### config.mk
export PLATFORM = sky130hd
export DESIGN_NAME = rbc_comparator
export DESIGN_NICKNAME = d
export VERILOG_FILES = /design/src/rtl/rbc_pkg.sv /design/src/rtl/rbc_sync2.sv /design/src/rtl/rbc_comparator.sv
export SDC_FILE = /design/constraint.sdc
export NUM_CORES = 1
export LEC_CHECK = 0
export ABC_CLOCK_PERIOD_IN_PS = 3600
export BUFFER_PORTS_ARGS = -buffer_cell sky130_fd_sc_hd__buf_2
export CAP_MARGIN = 10
export CELL_PAD_IN_SITES_DETAIL_PLACEMENT = 2
export CELL_PAD_IN_SITES_GLOBAL_PLACEMENT = 2
export CORE_AREA = 2 2 54 94
export CTS_CLUSTER_SIZE = 28
export DETAILED_ROUTE_END_ITERATION = 16
export DIE_AREA = 0 0 56 96
export PLACE_DENSITY_LB_ADDON = 0.1
export SLEW_MARGIN = 20
export SYNTH_ARGS = -nofsm -noshare
export SYNTH_HDL_FRONTEND = slang
export SYNTH_HIERARCHICAL = 1
export SYNTH_SLANG_ARGS = --single-unit
### constraint.sdc
create_clock -name i_clk -period 3.6 [get_ports i_clk]
set_clock_uncertainty 0.15 [all_clocks]
set_input_delay 0 -clock i_clk [delete_from_list [all_inputs] [get_ports i_clk]]
set_output_delay 0 -clock i_clk [all_outputs]
set_load 0.005 [all_outputs]
### src/rtl/rbc_pkg.sv
// Purpose: Shared constants for the registered byte comparator
// Assumes: Eight-bit slice, one clock
// Notes: Mode codes are {op_select_1, op_select_0}
package rbc_pkg;
   // ----------------------------------------
   // Widths and codes
   // ----------------------------------------
   localparam int RBC_WIDTH = 8;
   localparam logic [1:0] RBC_SEL_HOLD = 2'h0;
   localparam logic [1:0] RBC_SEL_READ = 2'h2;
   localparam logic [1:0] RBC_SEL_SHIFT = 2'h1;
   localparam logic [1:0] RBC_SEL_LOAD = 2'h3;
   // ----------------------------------------
   // Reset values
   // ----------------------------------------
   localparam logic [7:0] RBC_STORE_RESET = 8'h00;
   localparam logic RBC_FLAG_OFF = 1'b1;
endpackage

### src/rtl/rbc_sync2.sv
// Purpose: Two-stage synchroniser for pin inputs
// Assumes: Asynchronous active-low reset
// Notes: First stage is read only by the second
`timescale 1ns/1ps
`default_nettype none
module rbc_sync2 #(
   parameter int W = 1
) (
   input wire logic i_clk,
   input wire logic i_rstn,
   input wire logic [W-1:0] i_d,
   output logic [W-1:0] o_q
);
   logic [W-1:0] meta_reg;
   always_ff @(posedge i_clk or negedge i_rstn) begin
      if (!i_rstn) begin
         meta_reg <= '0;
         o_q <= '0;
      end else begin
         meta_reg <= i_d;
         o_q <= meta_reg;
      end
   end
endmodule // rbc_sync2
`default_nettype wire

### src/rtl/rbc_comparator.sv
// Purpose: Registered byte comparator slice with shift, load, read, hold
// Assumes: Pins are asynchronous and pass two flip-flops before use
// Notes: Flags are open-drain style, data bus is three-state, enables active low
//
// Functional notes
// - Eight-bit register, parallel or serial load
// - Updates only on rising clock edge
// - Both selects low: hold contents
// - Read mode drives bus from a clocked output register, contents held
// - Shift toward MSB from chain input
// - Load mode captures bus byte
// - Continuously compare register with bus byte
// - Status gate high releases all flags
// - Format select: unsigned or twos complement
// - Low chain input kills greater/less flags
// - Chain out high only if in high and equal, except shift mode passes out the MSB
// - Active-off flags per comparison result
`timescale 1ns/1ps
`default_nettype none
module rbc_comparator #(
   parameter int WIDTH = rbc_pkg::RBC_WIDTH
) (
   input wire logic i_clk,
   input wire logic i_rstn,
   input wire logic i_op_select_0,
   input wire logic i_op_select_1,
   input wire logic i_chain_in,
   input wire logic i_status_gate_n,
   input wire logic i_signed_mode,
   input wire logic [WIDTH-1:0] i_data_bus,
   output logic [WIDTH-1:0] o_data_bus,
   output logic [WIDTH-1:0] o_data_bus_oen,
   output logic o_chain_out,
   output logic o_match_flag,
   output logic o_match_flag_oen,
   output logic o_above_flag,
   output logic o_above_flag_oen,
   output logic o_below_flag,
   output logic o_below_flag_oen
);
   // ----------------------------------------
   // Reset release
   // ----------------------------------------
   logic rst_meta_reg;
   logic rstn_reg;
   always_ff @(posedge i_clk or negedge i_rstn) begin
      if (!i_rstn) begin
         rst_meta_reg <= 1'b0;
         rstn_reg <= 1'b0;
      end else begin
         rst_meta_reg <= 1'b1;
         rstn_reg <= rst_meta_reg;
      end
   end

   // ----------------------------------------
   // Pin synchronisers
   // ----------------------------------------
   localparam int SW = WIDTH + 5;
   logic [SW-1:0] pin_raw;
   logic [SW-1:0] pin_sync;
   assign pin_raw = {i_data_bus, i_signed_mode, i_status_gate_n, i_chain_in,
                     i_op_select_1, i_op_select_0};
   rbc_sync2 #(.W(SW)) u_sync (
      .i_clk(i_clk),
      .i_rstn(rstn_reg),
      .i_d(pin_raw),
      .o_q(pin_sync)
   );
   wire [1:0] sel = pin_sync[1:0];
   wire chain_in = pin_sync[2];
   wire gate_n = pin_sync[3];
   wire signed_mode = pin_sync[4];
   wire [WIDTH-1:0] bus_in = pin_sync[SW-1:5];

   // ----------------------------------------
   // Mode decode
   // ----------------------------------------
   // Assumed select codes
   wire mode_read = (sel == rbc_pkg::RBC_SEL_READ);
   wire mode_shift = (sel == rbc_pkg::RBC_SEL_SHIFT);
   wire mode_load = (sel == rbc_pkg::RBC_SEL_LOAD);

   // ----------------------------------------
   // Storage register
   // ----------------------------------------
   // No reset on the part; a defined start value eases test
   logic [WIDTH-1:0] store_reg;
   logic [WIDTH-1:0] store_next;
   assign store_next = mode_load ? bus_in :
                       mode_shift ? {store_reg[WIDTH-2:0], chain_in} :
                       store_reg;
   always_ff @(posedge i_clk or negedge rstn_reg) begin
      if (!rstn_reg) begin
         store_reg <= rbc_pkg::RBC_STORE_RESET;
      end else begin
         store_reg <= store_next;
      end
   end

   // ----------------------------------------
   // Comparator
   // ----------------------------------------
   function automatic logic is_above(input logic [WIDTH-1:0] a,
                                     input logic [WIDTH-1:0] b,
                                     input logic sgn);
      logic [WIDTH-1:0] fa;
      logic [WIDTH-1:0] fb;
      fa = a;
      fb = b;
      // Flipping the sign bits turns signed order into unsigned order
      if (sgn) begin
         fa[WIDTH-1] = ~a[WIDTH-1];
         fb[WIDTH-1] = ~b[WIDTH-1];
      end
      return fa > fb;
   endfunction

   // While reading, the bus carries our own byte, so it compares equal
   wire [WIDTH-1:0] cmp_bus = mode_read ? store_reg : bus_in;
   wire is_eq = (store_reg == cmp_bus);
   wire is_gt = is_above(store_reg, cmp_bus, signed_mode);
   wire is_lt = is_above(cmp_bus, store_reg, signed_mode);

   // ----------------------------------------
   // Flag and chain outputs
   // ----------------------------------------
   // Flag value: 1 released (off/high), 0 pulled low
   logic eq_rel;
   logic gt_rel;
   logic lt_rel;
   logic chain_next;
   always_comb begin
      eq_rel = 1'b1;
      gt_rel = 1'b1;
      lt_rel = 1'b1;
      if (!gate_n) begin
         eq_rel = is_eq;
         gt_rel = chain_in ? is_gt : 1'b1;
         lt_rel = chain_in ? is_lt : 1'b1;
         if (chain_in && is_eq) begin
            gt_rel = 1'b0;
            lt_rel = 1'b0;
         end
      end
   end
   assign chain_next = mode_shift ? store_reg[WIDTH-1] : (chain_in & is_eq);

   always_ff @(posedge i_clk or negedge rstn_reg) begin
      if (!rstn_reg) begin
         o_match_flag_oen <= 1'b1;
         o_above_flag_oen <= 1'b1;
         o_below_flag_oen <= 1'b1;
         o_chain_out <= 1'b0;
         o_data_bus_oen <= '1;
         o_data_bus <= '0;
      end else begin
         o_match_flag_oen <= eq_rel;
         o_above_flag_oen <= gt_rel;
         o_below_flag_oen <= lt_rel;
         o_chain_out <= chain_next;
         o_data_bus_oen <= {WIDTH{~mode_read}};
         o_data_bus <= store_next;
      end
   end

   // Open-drain flags only ever pull low
   always_ff @(posedge i_clk or negedge rstn_reg) begin
      if (!rstn_reg) begin
         o_match_flag <= 1'b0;
         o_above_flag <= 1'b0;
         o_below_flag <= 1'b0;
      end else begin
         o_match_flag <= 1'b0;
         o_above_flag <= 1'b0;
         o_below_flag <= 1'b0;
      end
   end
endmodule // rbc_comparator
`default_nettype wire

---- Yosys cells after proc, flatten, opt, wreduce, memory -nomap -nowiden ----
Index checks and enable logic that the tools add are counted.
cells by class
  $lt $le $gt $ge ......................... 2
  mux-type cells .......................... 13
  bitwise logic cells ..................... 4
  equality and inequality tests ........... 4
  reduce and logical (&&, ||, !) cells .... 2
operator list
  kind                  count
  $mux W8               3
  $gt A8 B8 Y1          2
  $mux W1               10
  $eq A8 B8 Y1          1
  $eq A2 B2 Y1 const B  2
  $not A1 Y1            3
  $eq A2 B1 Y1 const B  1
  $reduce_bool A2 Y1    1
  $and A1 B1 Y1         1
  $logic_and A1 B1 Y1   1
storage, ports and cells
  bits in registers ....................... 41
  output and inout bits ................... 23

---- Longest topological paths before layout ----
  word-level depth ........................ 8
  gate-level depth with buffers ........... 11

---- Hierarchy ----
Netlist, hierarchy kept.
modules (own cells, without submodules)
  module          times used  seq. area each (um^2)  cells each  area each (um^2)
  rbc_comparator  1           380.4                  110         1,013.5
  rbc_sync2       1           650.6                  26          650.6

---- Worst setup path before layout ----
No wires, ideal clock.
  path type ............................... register to register
  start ................................... reg u_sync.o_q[1]
  end ..................................... reg o_below_flag_oen
  setup time .............................. 0.086 ns
  setup slack ............................. 1.367 ns
  period minus slack after synthesis ...... 2.233 ns
  arrival ................................. 1.997 ns
  cell stages (with the launch flop) ...... 12
  path through ............................ dfrtp_1 -> buf_6 -> nor2b_4 -> inv_2 -> buf_2 -> nand2_1 -> o21ai_1 -> ha_1 -> nor2b_1 -> o211ai_1 -> a21oi_1 -> o41a_1
between the ends
  cells in the longest elaborated chain, start to end .. 8
  elaborated cells on any way between the ends .. 10
ends and longest elaborated chain
  what                    line                   RTL
  from (decl)             rbc_sync2.sv:12        output logic [W-1:0] o_q
  from (signal assigned)  rbc_sync2.sv:21        o_q <= meta_reg;
  $eq A2 B2 Y1 *          rbc_comparator.sv:80   wire mode_read = (sel == rbc_pkg::RBC_SEL_READ);
  $mux W8 *               rbc_comparator.sv:120  wire [WIDTH-1:0] cmp_bus = mode_read ? store_reg : bus_in;
  $not A1 Y1              rbc_comparator.sv:113  fa[WIDTH-1] = ~a[WIDTH-1];
  $mux W1                 rbc_comparator.sv:112  if (sgn) begin
  $gt A8 B8 Y1            rbc_comparator.sv:116  return fa > fb;
  $mux W1                 rbc_comparator.sv:140  lt_rel = chain_in ? is_lt : 1'b1;
  $mux W1 *               rbc_comparator.sv:141  if (chain_in && is_eq) begin
  $mux W1 *               rbc_comparator.sv:137  if (!gate_n) begin
  named net lt_rel        rbc_comparator.sv:131  logic lt_rel;
  to (signal assigned)    rbc_comparator.sv:160  o_below_flag_oen <= lt_rel;
  to (decl)               rbc_comparator.sv:39   output logic o_below_flag_oen
The timed path passes the listed nets; every way through them passes the cells marked *.
A chain may end at the register's enable or synchronous reset.

---- Worst setup path in the final report ----
Same ends and word-level chain as after synthesis.

==> results.sh <==
export IMPL_status="finished clean"
export IMPL_layout_commonest_cell="dfrtp_1"
export IMPL_die_height_um=96
export IMPL_crit_type="reg -> reg"
export IMPL_cts_tree="yes"
export IMPL_io_pins=38
export IMPL_fillerInstances=495
export IMPL_ff_latch_area_mm2=0.00103
export IMPL_grt_pass1_vias=1266
export IMPL_dp_slack_ns=0.996
export IMPL_placementRows=33
export IMPL_worstHoldPathCells=2
export IMPL_syn_to_final_growth_pct=25.2
export IMPL_syn_area_mm2=0.00166
export IMPL_postSynthAreaPerCell_um2=12.2
export IMPL_dr_total_vias=1130
export IMPL_crit_buf_inv=1
export IMPL_grt_max_degree=22
export IMPL_multiInputGateArea_um2=510
export IMPL_grt_setup_unrepaired="no"
export IMPL_fin_setup_tns_ns=0
export IMPL_wire_per_inst_um=15.3
export IMPL_die_area_mm2=0.00538
export IMPL_final_cell_mix="dfrtp_1, buf_2, dlygate4sd3_1"
export IMPL_cts_inserted_buffers=5
export IMPL_drt_iter0_markers=5
export IMPL_worstSetupEndpointType="flop"
export IMPL_yosysSeqAreaShare=0.620
export IMPL_fin_ws_ns=0.962
export IMPL_finalCritPeriodShare=0.733
export IMPL_routed_via_density=4.81
export IMPL_htreeDepth=2
export IMPL_slowest_delay_ns=0.69
export IMPL_route_detailed_drc=0
export IMPL_final_antenna_net_count=0
export IMPL_insertedDiodeCount=0
export IMPL_start_util=0.360
export IMPL_overflow=0
export IMPL_reg2reg_depth=8
export IMPL_p_leak_nw=1.01
export IMPL_cts_sinks=41
export IMPL_cp_slowest_cell="dfrtp_1"
export IMPL_hp_class="in -> reg"
export IMPL_cap_violations=0
export IMPL_tightest_slew_ns=0.840
export IMPL_path_clk_slew_ns=0.08
export IMPL_firstDrtPassIters=4
export IMPL_layout_nets=205
export IMPL_worst_setup_path_start_kind="flop"
export IMPL_synth_cell_types=28
export IMPL_critical_path_peak_fanout=15
export IMPL_final_hold_viol_count=0
export IMPL_max_slew_margin=0.440
export IMPL_period_minus_slack_ns=2.64
export IMPL_power_density_mw_per_mm2=500
export IMPL_maxSlewViolCount=0
export IMPL_cts_root_buf="clkbuf_8"
export IMPL_synth_seq_cells=41
export IMPL_grt_total_usage=0.150
export IMPL_antenna_found_initial=0
export IMPL_hpwl_um=2540
export IMPL_vdd_drop_max_v=0.000268
export IMPL_fp_coreArea_mm2=0.00462
export IMPL_portBuffers=34
export IMPL_clock_latency_ns=0.29
export IMPL_yosysWarnings=6
export IMPL_clk_path_buf_depth=2
export IMPL_netlist_instances=136
export IMPL_fmax_ghz=0.379
export IMPL_grt_pass1_wl_um=6040
export IMPL_die_w_um=56
export IMPL_arrival_ns=2.71
export IMPL_gp_congestion=0.744
export IMPL_totalWireLength_um=3590
export IMPL_setup_viol=0
export IMPL_cp_required_ns=3.67
export IMPL_layout_drive_gt1_share=0.273
export IMPL_path_delay_family="flip-flops"
export IMPL_cp_depth=8
export IMPL_crit_chain="nor2b_4 -> inv_2 -> mux2i_1 -> xnor2_1 -> ha_1 -> a21oi_1 -> o21ai_0 -> o41a_1"
## cell families after synthesis
logic type	Yosys count	synth area share
DFF	41	0.620
AOI/OAI and AO/OA	25	0.0910
and+or+nand+nor	25	0.0707
buffers and inverters	22	0.0782
muxes	10	0.0602
adders and majority gates	8	0.0602
xor gates and xnor gates	3	0.0158
other	2	0.00451
## path summary, 6_finish.rpt
| path | to | start | slack (ns) |
|---|---|---|---|
| worst max-delay path | o_below_flag_oen | u_sync/o_q[1] | 0.96 |
| worst min-delay path | u_sync/meta_reg[2] | i_chain_in | 0.19 |
| worst max register to register | o_below_flag_oen | u_sync/o_q[1] | 0.96 |
| worst min register to register | u_sync/o_q[7] | rstn_reg | 0.20 |
| max in group asynchronous | u_sync/o_q[4] | rstn_reg | 2.35 |
| min in group asynchronous | u_sync/o_q[7] | rstn_reg | 0.20 |
## report_power, final
group	total [W]	internal (W)	switching, W
clock	0.000371	0.000208	0.000163
sequential	0.000524	0.000494	0.0000299
combinational	0.000147	0.0000727	0.0000746
## what timing repair did
action / in CTS / in global routing
gates resized for setup: 0 / 0
endpoints found under the hold margin: 15 / 0
buffers inserted: 0 / 0
hold buffers: 15 / 0
## through the flow
stage	instances	hold WS (ns)	util	total power (W)	area [µm²]
final	235	0.188	0.450	0.00104	2080
after global routing	235	0.202	0.450	0.00110	2080
after CTS	235	0.173	0.450	0.00106	2080
after detailed placement	212	-0.362	0.394	0.000669	1820
after global placement	212	-0.365	0.394	0.000662	1820
after floorplan	138	-0.446	-	0.000619	1670
## final cells by class
cell class | count | area share
repair buffers | 51 | 0.161
multi-input cells | 75 | 0.245
clock inverters | 2 | 0.0186
clock buffers | 6 | 0.0348
well taps | 52 | 0.0312
inverters | 8 | 0.0144
flip-flops and latches | 41 | 0.495
## cell usage after synthesis, drive strengths merged
| cell | number | area share |
|---|---|---|
| o41a | 1 | 0.0068 |
| o211ai | 1 | 0.0045 |
| nor2 | 11 | 0.025 |
| nand3 | 1 | 0.0030 |
| dfrtp | 37 | 0.56 |
| buf | 14 | 0.060 |
| dfstp | 4 | 0.063 |
| or2 | 1 | 0.0038 |
| conb | 2 | 0.0045 |
| o311ai | 1 | 0.0053 |
| inv | 8 | 0.018 |
| xnor2 | 3 | 0.016 |
| mux2i | 10 | 0.060 |
| a22o | 1 | 0.0053 |
| a21oi | 12 | 0.036 |
| nor2b | 3 | 0.016 |
| o21ai | 7 | 0.021 |
| nand4 | 2 | 0.0075 |
| ha | 8 | 0.060 |
| nand2 | 7 | 0.016 |
| o21a | 1 | 0.0045 |
| o31ai | 1 | 0.0075 |
## routing by layer
layer / track usage / wire length [µm] / vias up
li1: - / - / 528
met1: 0.152 / 1310 / 574
met2: 0.289 / 2100 / 23
met3: 0.0282 / 111 / 5
met4: 0.0714 / 71 / 0
met5: 0 / 0 / -
Power figures use the tool's default switching activity.
